[src/common/hpsc_pkg.sv]
/*
 * Shared constants for the hub power and string configuration register bank:
 * register offsets, reset values, limits and settle timing.
 * Assumes a 125 MHz core clock and byte-wide configuration writes from a
 * serial EEPROM loader or an SMBus slave sitting in front of this block.
 */
package hpsc_pkg;

	// register map, one byte each, contiguous from the base
	localparam logic [7:0] REG_BASE = 8'h0C;
	localparam int REG_COUNT = 9;
	localparam logic [7:0] OFS_SP_MAX_POWER = 8'h0C;
	localparam logic [7:0] OFS_BP_MAX_POWER = 8'h0D;
	localparam logic [7:0] OFS_SP_CTRL_CURRENT = 8'h0E;
	localparam logic [7:0] OFS_BP_CTRL_CURRENT = 8'h0F;
	localparam logic [7:0] OFS_SETTLE_TIME = 8'h10;
	localparam logic [7:0] OFS_LANG_UPPER = 8'h11;
	localparam logic [7:0] OFS_LANG_LOWER = 8'h12;
	localparam logic [7:0] OFS_MAKER_LEN = 8'h13;
	localparam logic [7:0] OFS_ITEM_LEN = 8'h14;

	// reset values; only the controller currents are fixed, others start at zero
	localparam logic [7:0] RST_SP_MAX_POWER = 8'h00;
	localparam logic [7:0] RST_BP_MAX_POWER = 8'h00;
	localparam logic [7:0] RST_CTRL_CURRENT = 8'h32;
	localparam logic [7:0] RST_SETTLE_TIME = 8'h00;
	localparam logic [7:0] RST_LANG_UPPER = 8'h00;
	localparam logic [7:0] RST_LANG_LOWER = 8'h00;
	localparam logic [7:0] RST_TEXT_LEN = 8'h00;
	localparam logic [7:0] RST_VALUES [REG_COUNT] = '{
		RST_SP_MAX_POWER, RST_BP_MAX_POWER, RST_CTRL_CURRENT,
		RST_CTRL_CURRENT, RST_SETTLE_TIME, RST_LANG_UPPER,
		RST_LANG_LOWER, RST_TEXT_LEN, RST_TEXT_LEN};

	// answer to a read outside the bank
	localparam logic [7:0] UNMAPPED_RDATA = 8'h00;

	// longest descriptor text in characters
	localparam logic [7:0] MAX_TEXT_LEN = 8'h1F;

	// settle timing: one step of the settle time byte
	localparam int CLK_PERIOD_NS = 8;
	localparam int SETTLE_UNIT_NS = 2000000;
	localparam int SETTLE_UNIT_CYCLES = SETTLE_UNIT_NS / CLK_PERIOD_NS;

	// downstream ports served by the settle timers
	localparam int PORT_COUNT = 7;

endpackage : hpsc_pkg

[src/common/hpsc_desc_if.sv]
/*
 * Carries the raw power and current bytes plus the powering mode from the
 * register bank to the descriptor value selector.
 * Assumes both ends run on the same core clock.
 */
`timescale 1ns/1ns
interface hpsc_desc_if;
	logic [7:0] sp_max_power;
	logic [7:0] bp_max_power;
	logic [7:0] sp_ctrl_current;
	logic [7:0] bp_ctrl_current;
	logic self_mode;

	modport src (output sp_max_power, bp_max_power, sp_ctrl_current,
		bp_ctrl_current, self_mode);
	modport dst (input sp_max_power, bp_max_power, sp_ctrl_current,
		bp_ctrl_current, self_mode);
endinterface : hpsc_desc_if

[src/hpsc_top.sv]
/*
 * Hub power and string configuration register bank: nine byte registers
 * written by the configuration loader, read back on the same port, and
 * fed to the descriptor logic and the per-port power settle timers.
 * Assumes one 125 MHz core clock, the self-powered sense pin arriving
 * asynchronously, and port power requests from hub logic on this clock.
 */
`timescale 1ns/1ns
module hpsc_top #(
	parameter int P_UNIT_CYCLES = hpsc_pkg::SETTLE_UNIT_CYCLES
) (
	input wire logic i_sys_clk,
	input wire logic i_resetn,

	// configuration byte port from the loader
	input wire logic i_cfg_wr,
	input wire logic i_cfg_rd,
	input wire logic [7:0] i_cfg_addr,
	input wire logic [7:0] i_cfg_wdata,
	input wire logic i_cfg_lock,
	output logic [7:0] o_cfg_rdata,
	output logic o_cfg_ack,
	output logic o_cfg_hit,

	// powering mode sense pin, asynchronous
	input wire logic i_self_powered,

	// values for the descriptor logic
	output logic [7:0] o_max_power,
	output logic [7:0] o_ctrl_current,
	output logic o_mode_flip,
	output logic o_self_mode,
	output logic [15:0] o_lang_id,
	output logic [7:0] o_maker_len,
	output logic [7:0] o_item_len,
	output logic o_len_over,

	// downstream port power sequencing
	input wire logic [hpsc_pkg::PORT_COUNT-1:0] i_port_power_req,
	output logic [hpsc_pkg::PORT_COUNT-1:0] o_port_power_stable
);

	localparam int NREG = hpsc_pkg::REG_COUNT;

	// register indices within the bank
	localparam int IX_SP_PWR = 0;
	localparam int IX_BP_PWR = 1;
	localparam int IX_SP_CUR = 2;
	localparam int IX_BP_CUR = 3;
	localparam int IX_SETTLE = 4;
	localparam int IX_LANG_UP = 5;
	localparam int IX_LANG_LO = 6;
	localparam int IX_MAKER = 7;
	localparam int IX_ITEM = 8;

	localparam logic [7:0] LAST_OFS = hpsc_pkg::OFS_ITEM_LEN;

	// storage for the bank
	logic [7:0] cfg_reg [NREG];

	// decode of the byte port
	logic [7:0] rel_addr;
	logic addr_hit;
	logic [3:0] reg_ix;
	logic wr_ok;
	logic [NREG-1:0] wr_sel;
	logic [7:0] rd_value;
	logic [7:0] rdata_next;

	// synchroniser for the powering mode pin
	logic mode_meta_reg;
	logic mode_sync_reg;

	// lengths beyond the descriptor limit
	logic maker_over;
	logic item_over;

	// byte port answers
	logic [7:0] rdata_reg;
	logic ack_reg;
	logic hit_reg;

	// descriptor outputs, registered
	logic [15:0] lang_reg;
	logic [7:0] maker_reg;
	logic [7:0] item_reg;
	logic over_reg;

	hpsc_desc_if desc ();

	// mode pin crosses in from outside; two flops before any use
	always_ff @(posedge i_sys_clk or negedge i_resetn) begin
		if (!i_resetn) begin
			mode_meta_reg <= 1'b0;
			mode_sync_reg <= 1'b0;
		end else begin
			mode_meta_reg <= i_self_powered;
			mode_sync_reg <= mode_meta_reg;
		end
	end

	// address decode; the bank is one contiguous run of bytes
	assign rel_addr = i_cfg_addr - hpsc_pkg::REG_BASE;
	assign addr_hit = (i_cfg_addr >= hpsc_pkg::REG_BASE) && (i_cfg_addr <= LAST_OFS);
	assign reg_ix = rel_addr[3:0];

	// writes stop once the hub is locked, so values cannot shift after attach
	assign wr_ok = i_cfg_wr && addr_hit && !i_cfg_lock;

	// one write select per register
	genvar g;
	generate
		for (g = 0; g < NREG; g = g + 1) begin : g_reg
			assign wr_sel[g] = wr_ok && (reg_ix == 4'(g));

			// each byte stores as written; reset value from the table
			always_ff @(posedge i_sys_clk or negedge i_resetn) begin
				if (!i_resetn) begin
					cfg_reg[g] <= hpsc_pkg::RST_VALUES[g];
				end else if (wr_sel[g]) begin
					cfg_reg[g] <= i_cfg_wdata;
				end
			end
		end
	endgenerate

	// read path; unmapped bytes answer with a fixed value
	assign rd_value = cfg_reg[reg_ix];
	assign rdata_next = addr_hit ? rd_value : hpsc_pkg::UNMAPPED_RDATA;

	// a read returns the byte stored before any write in the same cycle
	always_ff @(posedge i_sys_clk or negedge i_resetn) begin
		if (!i_resetn) begin
			rdata_reg <= hpsc_pkg::UNMAPPED_RDATA;
			ack_reg <= 1'b0;
			hit_reg <= 1'b0;
		end else begin
			if (i_cfg_rd) begin
				rdata_reg <= rdata_next;
			end
			ack_reg <= i_cfg_wr || i_cfg_rd;
			hit_reg <= (i_cfg_wr || i_cfg_rd) && addr_hit;
		end
	end

	assign o_cfg_rdata = rdata_reg;
	assign o_cfg_ack = ack_reg;
	assign o_cfg_hit = hit_reg;

	// power and current bytes travel to the selector
	assign desc.sp_max_power = cfg_reg[IX_SP_PWR];
	assign desc.bp_max_power = cfg_reg[IX_BP_PWR];
	assign desc.sp_ctrl_current = cfg_reg[IX_SP_CUR];
	assign desc.bp_ctrl_current = cfg_reg[IX_BP_CUR];
	assign desc.self_mode = mode_sync_reg;

	hpsc_desc_sel u_sel (
		.i_sys_clk(i_sys_clk),
		.i_resetn(i_resetn),
		.desc(desc),
		.o_max_power(o_max_power),
		.o_ctrl_current(o_ctrl_current),
		.o_mode_flip(o_mode_flip)
	);

	assign o_self_mode = mode_sync_reg;

	// lengths are trusted from the loader; an overrange value is only flagged
	assign maker_over = cfg_reg[IX_MAKER] > hpsc_pkg::MAX_TEXT_LEN;
	assign item_over = cfg_reg[IX_ITEM] > hpsc_pkg::MAX_TEXT_LEN;

	// descriptor fields, registered for clean timing
	always_ff @(posedge i_sys_clk or negedge i_resetn) begin
		if (!i_resetn) begin
			lang_reg <= {hpsc_pkg::RST_LANG_UPPER, hpsc_pkg::RST_LANG_LOWER};
			maker_reg <= hpsc_pkg::RST_TEXT_LEN;
			item_reg <= hpsc_pkg::RST_TEXT_LEN;
			over_reg <= 1'b0;
		end else begin
			lang_reg <= {cfg_reg[IX_LANG_UP], cfg_reg[IX_LANG_LO]};
			maker_reg <= cfg_reg[IX_MAKER];
			item_reg <= cfg_reg[IX_ITEM];
			over_reg <= maker_over || item_over;
		end
	end

	assign o_lang_id = lang_reg;
	assign o_maker_len = maker_reg;
	assign o_item_len = item_reg;
	assign o_len_over = over_reg;

	// one settle timer per downstream port, all sharing the settle byte
	generate
		for (g = 0; g < hpsc_pkg::PORT_COUNT; g = g + 1) begin : g_port
			hpsc_settle_timer #(
				.P_UNIT_CYCLES(P_UNIT_CYCLES)
			) u_settle (
				.i_sys_clk(i_sys_clk),
				.i_resetn(i_resetn),
				.i_power_req(i_port_power_req[g]),
				.i_settle_units(cfg_reg[IX_SETTLE]),
				.o_stable(o_port_power_stable[g])
			);
		end
	endgenerate

endmodule : hpsc_top

[src/hpsc_desc_sel.sv]
/*
 * Picks the self-powered or bus-powered power and current bytes for the
 * hub descriptors and flags a change of powering mode.
 * Assumes the mode bit is already synchronised to the core clock.
 */
`timescale 1ns/1ns
module hpsc_desc_sel (
	input wire logic i_sys_clk,
	input wire logic i_resetn,
	hpsc_desc_if.dst desc,
	output logic [7:0] o_max_power,
	output logic [7:0] o_ctrl_current,
	output logic o_mode_flip
);
	logic [7:0] power_next;
	logic [7:0] current_next;
	logic mode_reg;

	// selection by the mode in effect now
	assign power_next = desc.self_mode ? desc.sp_max_power : desc.bp_max_power;
	assign current_next = desc.self_mode ? desc.sp_ctrl_current : desc.bp_ctrl_current;

	// registered so the descriptor logic sees clean bytes
	always_ff @(posedge i_sys_clk or negedge i_resetn) begin
		if (!i_resetn) begin
			o_max_power <= hpsc_pkg::RST_BP_MAX_POWER; // mode resets to bus-powered
			o_ctrl_current <= hpsc_pkg::RST_CTRL_CURRENT;
			mode_reg <= 1'b0;
			o_mode_flip <= 1'b0;
		end else begin
			o_max_power <= power_next;
			o_ctrl_current <= current_next;
			mode_reg <= desc.self_mode;
			o_mode_flip <= mode_reg ^ desc.self_mode; // descriptors must be refetched
		end
	end
endmodule : hpsc_desc_sel

[src/hpsc_settle_timer.sv]
/*
 * One downstream port's power-on settle timer: after power is requested,
 * waits the programmed number of 2 ms steps, then reports power stable.
 * Assumes the request is a level from hub port logic on the core clock.
 */
`timescale 1ns/1ns
module hpsc_settle_timer #(
	parameter int P_UNIT_CYCLES = hpsc_pkg::SETTLE_UNIT_CYCLES
) (
	input wire logic i_sys_clk,
	input wire logic i_resetn,
	input wire logic i_power_req,
	input wire logic [7:0] i_settle_units,
	output logic o_stable
);
	typedef enum logic [1:0] {ST_OFF, ST_RAMP, ST_ON} hpsc_settle_t;
	hpsc_settle_t state_reg;
	hpsc_settle_t state_next;
	logic [31:0] cyc_reg;
	logic [7:0] units_reg;
	logic unit_done;
	logic ramp_done;

	localparam logic [31:0] UNIT_LAST = 32'(P_UNIT_CYCLES - 1);

	assign unit_done = (cyc_reg == UNIT_LAST);
	assign ramp_done = (units_reg == 8'h00);

	// sequence: off, counting, stable; dropping the request ends it at once
	always_comb begin
		state_next = state_reg;
		unique case (state_reg)
			ST_OFF: if (i_power_req) state_next = ST_RAMP;
			ST_RAMP: if (!i_power_req) state_next = ST_OFF;
				else if (ramp_done) state_next = ST_ON;
			ST_ON: if (!i_power_req) state_next = ST_OFF;
		endcase
	end

	// settle byte latched at start, a later write does not stretch a ramp
	always_ff @(posedge i_sys_clk or negedge i_resetn) begin
		if (!i_resetn) begin
			state_reg <= ST_OFF;
			cyc_reg <= 32'h0000_0000;
			units_reg <= 8'h00;
		end else begin
			state_reg <= state_next;
			if (state_reg != ST_RAMP || unit_done)
				cyc_reg <= 32'h0000_0000;
			else
				cyc_reg <= cyc_reg + 32'h0000_0001;
			if (state_reg == ST_OFF)
				units_reg <= i_settle_units;
			else if (state_reg == ST_RAMP && unit_done && !ramp_done)
				units_reg <= units_reg - 8'h01;
		end
	end

	assign o_stable = (state_reg == ST_ON);
endmodule : hpsc_settle_timer

[config.mk]
export PLATFORM = sky130hd
export DESIGN_NAME = hpsc_top
export DESIGN_NICKNAME = d
export VERILOG_FILES = /design/src/common/hpsc_pkg.sv /design/src/common/hpsc_desc_if.sv /design/src/hpsc_top.sv /design/src/hpsc_desc_sel.sv /design/src/hpsc_settle_timer.sv
export SDC_FILE = /design/constraint.sdc
export NUM_CORES = 1
export LEC_CHECK = 0
export BUFFER_PORTS_ARGS = -buffer_cell sky130_fd_sc_hd__buf_2
export CORE_MARGIN = 2
export CORE_UTILIZATION = 55
export CTS_CLUSTER_DIAMETER = 50
export DETAILED_ROUTE_END_ITERATION = 12
export GPL_ROUTABILITY_DRIVEN = 0
export PLACE_DENSITY = 0.74
export SLEW_MARGIN = 15
export SYNTH_ARGS = -nofsm -noshare
export SYNTH_HDL_FRONTEND = slang
export SYNTH_SLANG_ARGS = --single-unit
[constraint.sdc]
create_clock -name i_sys_clk -period 6.4 [get_ports i_sys_clk]
set_clock_uncertainty 0.2 [all_clocks]
set_input_delay 0.64 -clock i_sys_clk [delete_from_list [all_inputs] [get_ports i_sys_clk]]
set_output_delay 0.64 -clock i_sys_clk [all_outputs]
set_load 0.01 [all_outputs]
# Word-level counts from Yosys, hierarchy flattened
# Index checks and enable logic that the tools add are counted.
# word_totals
register_bits	429
latchBits	0
mem_bits_rw	0
rom_bits	0
in_bits	29
elab_cells	257
n_memories	0
# op_classes
add_sub_neg	15
n_mul	0
div	0
order_cmp	5
eq_ne	57
shifts	0
muxes	62
n_bitwise	2
n_reduce_logical	73
# op_table
op	count
adder 32 x 1 -> 32 bit, second input constant	7
== test 32 x 18 -> 1 bit, second input constant	7
two-way mux 32 bit	7
two-way mux 8 bit	19
logical NOT 8 bit	7
two-way mux 2 bit	28
subtractor 8 x 1 -> 8 bit, second input constant	7
case mux 2 bit (3 select lines)	7
binary-select mux 8 bit (select 4 bit)	1
!= test 2 bit, second input constant	14
logical AND 1 bit	27
!= test 3 x 2 -> 1 bit, second input constant	7
AND reduction 3 bit	7
== test 4 x 3 -> 1 bit, second input constant	4
> comparator 8 x 5 -> 1 bit, second input constant	2
== test 2 x 1 -> 1 bit, second input constant	7
== test 2 bit, second input constant	7
logical NOT 2 bit	7
!= test 2 x 1 -> 1 bit, second input constant	7
nonzero test 2 bit	7
logical OR 1 bit	9
== test 4 x 2 -> 1 bit, second input constant	2
>= comparator 8 x 4 -> 1 bit, second input constant	1
less-or-equal comparator 8 x 5 -> 1 bit, second input constant	1
other kinds (8)	15

# Longest topological paths before layout
# logic_depth
depth_word	6
depth_mapped	9

# By module
# Synthesis repeated with hierarchy kept, for this count alone.
# hier_totals
cells_unflattened	2077
area_unflattened_um2	22227.6
# by_module_without_submodules
module	instances	cells_per_inst	area_per_inst_um2
hpsc_settle_timer	7	252	2406.1
hpsc_top	1	276	4677.0
hpsc_desc_sel	1	37	708.2

# Least setup slack after synthesis
# Ideal clock, no wire load.
# synth_path
path_type	input to register
start	input i_cfg_addr[3]
end	register cfg_reg[10] (netlist bit)
arrival_time_ps	2247
required_ps	6075
setup_slack_ps	3829
cell_stages	8
n_path_buf	1
cell_sequence	inv_1 > ha_1 > or3b_1 > a211oi_2 > and3_1 > buf_2 > nand3_2 > mux2_2
# synth_via
elab_chain_cells	5
# synth_rtl
element	line_no	source
start, declared	hpsc_top.sv:18	input wire logic [7:0] i_cfg_addr,
>= comparator 8 x 4 -> 1 bit or less-or-equal comparator 8 x 5 -> 1 bit (tied branches)	hpsc_top.sv:104	assign addr_hit = (i_cfg_addr >= hpsc_pkg::REG_BASE) && (i_cfg_addr <= LAST_OFS);
logical AND 1 bit	hpsc_top.sv:104	
logical AND 1 bit (2 in a row)	hpsc_top.sv:108	assign wr_ok = i_cfg_wr && addr_hit && !i_cfg_lock;
logical AND 1 bit *	hpsc_top.sv:114	assign wr_sel[g] = wr_ok && (reg_ix == 4'(g));
end signal, assigned by index	hpsc_top.sv:119	cfg_reg[g] <= hpsc_pkg::RST_VALUES[g];
end signal, assigned by index	hpsc_top.sv:121	cfg_reg[g] <= i_cfg_wdata;
end, declared	hpsc_top.sv:59	logic [7:0] cfg_reg [NREG];
# Every way passes the cells marked *; elsewhere a longest branch is shown, timed or not.
# A chain may end at the register's enable or synchronous reset.

# Final worst setup path
# layout_path
start	register g_port[1].u_settle.cyc_reg[25]
end	register g_port[1].u_settle.cyc_reg[14]
# layout_via
elab_chain_cells	3
# layout_rtl
element	line_no	source
start, declared	hpsc_settle_timer.sv:19	logic [31:0] cyc_reg;
start signal, assigned	hpsc_settle_timer.sv:51	cyc_reg <= cyc_reg + 32'h0000_0001;
== test 32 x 18 -> 1 bit	hpsc_settle_timer.sv:26	assign unit_done = (cyc_reg == UNIT_LAST);
logical OR 1 bit	hpsc_settle_timer.sv:48	if (state_reg != ST_RAMP || unit_done)
two-way mux 32 bit	hpsc_settle_timer.sv:48	
# Every way passes these cells.

==> qor.txt <==
Status: finished, final reports clean
Vias: 15290
Io pins: 97
R2R cell count: 5
Layout cells sized above 1: 16.88%
Diode count: 0
Worst Max-Slew Pin Slew: 1.225 ns
Reg clk slew, reported paths: 0.06 ns
Top FF cell, synth: dfrtp_1
Port bufs: 96
Critical path capture point type: flip-flop
VDD IR max: 219.0 uV
Reg2Reg Capture Point: g_port[1].u_settle.cyc_reg[14]
Seq pwr share: 40.7%
Hold WC Path Type: in2reg
Gr usage total: 23.79%
Max-cap viol count: 0
Reg-to-Reg Start: g_port[1].u_settle.cyc_reg[25]
Drt wl/cell: 17.55 um
Pre-CTS WS: 3.388 ns
Initial Util: 56.04%
Grt ovf: 0
Die width: 200.1 um
Final setup viols: 0
FF+latch count, synth: 429
Syn_nets: 2094
Period utilisation layout: 41.78%
Pwr dens: 307.8 nW/um^2
Max Slew Vio Count: 0
Hold path start: i_cfg_wr
Vias in the first global route: 15620
Avg Vias per Cell: 5.757
Power Internal: 0.005233 W
Antenna viol nets, final: 0
WHS: 0.07362 ns
Clk pwr share: 42.0%
Static leakage: 10.76 nW
Worst slew margin: 17.58%
Die area: 40060 sq um
Synthesized netlist cell count: 2019
Hold path cells: 2
Post-cts hold buffer count: 2
Crit-path max FO: 19
Post-synth ARST share: 100.0%
Clock Latency Late Sink: 0.59 ns
CTS Root Cell: clkbuf_16
Post-synth EDFFs: 0
Total wire length: 46.58 mm
FMAX: 0.3740 GHz
Min Tclk post-route: 2.674 ns
Final hold violation count: 0
Distinct cells, synth: 71
Setup bufs post-CTS: 0
Nets@finish: 2179
Clock buffer depth: 3
WP data arrival: 2.93 ns
Switching share of power: 29.13%
Critical setup path kind: reg2reg
Die height: 200.1 um
Num Clock Sinks: 429
Avg Inst Size Synth: 10.48 sq um
Num CTS Buffers: 50
Largest register FFs: 224
DR pass1 iterations: 4
Setup slack after layout: 3.726 ns
Psw: 0.002151 W
Startpoint types: flip-flop
Global-route wire length before repair: 79.31 mm
Worst endpoint required time: 6.66 ns
Post_cts resized: 0
DRC: 0
Comb pwr share: 17.3%
Core area: 37760 sq um
Register area share after synthesis: 50.79%
Fin Setup TNS: 0 ns
Largest net degree at the start of global routing: 156
Post-DP HPWL: 30.52 mm
Total of warnings raised by yosys: 0
RSZ-0062 raised after global routing: no
Core Rows: 71
Min-Delay Endpoint: o_cfg_ack
Drt initial violations: 1059
H-Tree Depth: 2
Initial antenna violation count: 0
Post-Syn Area: 21160 sq um
Reg2reg setup slack: 3.73 ns
CTS tree: yes
Area grow syn2layout: 13.39%
==> cell type report <==
class	instances	area, sq um
flip-flops and latches	429	10750
inverters	63	236.5
repair buffers	114	665.6
fillers	2935	13760
multi-input cells	1446	9874
well taps	511	639.4
clock inverters	24	357.8
clock buffers	68	1473
==> stage by stage <==
| step | cell area [sq um] | total power, W | utilization, % | instances |
|---|---|---|---|---|
| 2_1_floorplan | 21160 | 0.003950 | - | 2019 |
| 3_3_place_gp | 22080 | 0.004241 | 58.49 | 2558 |
| 3_5_place_dp | 22080 | 0.004303 | 58.49 | 2558 |
| 4_1_cts | 23930 | 0.007423 | 63.39 | 2652 |
| 5_1_grt | 23990 | 0.007745 | 63.55 | 2655 |
| 6_report | 23990 | 0.007384 | 63.55 | 2655 |
==> Yosys cell counts (all sizes together) (13+ instances only) <==
master / count / area share (%)
nand2: 131 / 2.4
nor4: 83 / 3.0
nand3: 117 / 2.8
or3: 19 / 0.56
nor4b: 14 / 0.67
and2: 15 / 0.44
ha: 46 / 2.7
mux2: 92 / 4.9
buf: 36 / 0.92
nor2b: 13 / 0.38
mux2i: 14 / 0.66
inv: 63 / 1.1
nand4: 96 / 2.9
o21ai: 67 / 1.6
xor2: 149 / 6.2
and4: 26 / 1.1
nor3: 28 / 0.69
nor2: 287 / 5.1
mux4: 16 / 1.7
xnor2: 91 / 3.8
clkbuf: 45 / 0.80
dfrtp: 420 / 50
and3: 42 / 1.2
==> power groups by stage <==
stage | clock network [W] | logic [W] | registers (W)
finish | 0.00310 | 0.00128 | 0.00301
global route | 0.00327 | 0.00145 | 0.00303
CTS | 0.00316 | 0.00126 | 0.00300
detailed placement | 0 | 0.00125 | 0.00305
global placement | 0 | 0.00120 | 0.00304
floorplan | 0 | 0.000936 | 0.00301
==> kinds of logic (layout without fill, tap and decap cells) <==
family                     Yosys count  in the layout  share of synthesized area, %
and+or+nand+nor                    909            909                         22.64
DFF                                429            429                         50.79
xor gates and xnor gates           240            240                         9.934
buffers and inverters              144            269                         2.838
AOI/OAI and AO/OA                  129            129                         3.820
muxes                              122            122                         7.262
adders and majority gates           46             46                         2.720
==> per-layer routing <==
metal / GRT usage (%) / routed length [um]
met1: 32.98 / 21180
met5: 0 / 0
met4: 6.770 / 917
met2: 38.45 / 22140
met3: 4.556 / 2345
==> worst max-delay path, cell delays in order, from the launching register on <==
cell and delay [ns]:
dfrtp_1 0.42, nor4_1 0.69, nand2_1 0.30, o31ai_4 0.63, buf_8 0.24, nor2_1 0.07
==> worst max path at each step <==
stage                                   startpoint                             end  slack [ns]  cells past startpoint
global route                              i_resetn   g_port[0].u_settle.cyc_reg[3]        3.51                      3
floorplan                            i_cfg_addr[3]                     cfg_reg[10]        3.83                      8
CTS                  g_port[6].u_settle.cyc_reg[6]   g_port[6].u_settle.cyc_reg[7]        3.37                      4
global placement     g_port[6].u_settle.cyc_reg[6]  g_port[6].u_settle.cyc_reg[18]        3.40                      4
detailed placement   g_port[6].u_settle.cyc_reg[6]   g_port[6].u_settle.cyc_reg[6]        3.39                      4
finish              g_port[1].u_settle.cyc_reg[25]  g_port[1].u_settle.cyc_reg[14]        3.73                      5
==> layout by cell type (no fill, tap or decap), types with 53 or more instances in the layout <==
cell type / count
dfrtp_1: 420
nor2_1: 287
xor2_1: 149
nand2_1: 125
nand3_1: 115
nand4_1: 95
buf_2: 95
xnor2_1: 91
mux2_2: 91
nor4_1: 71
inv_1: 63
o21ai_0: 55
clkbuf_16: 53
Note: power is estimated with default switching activity, not from simulation.
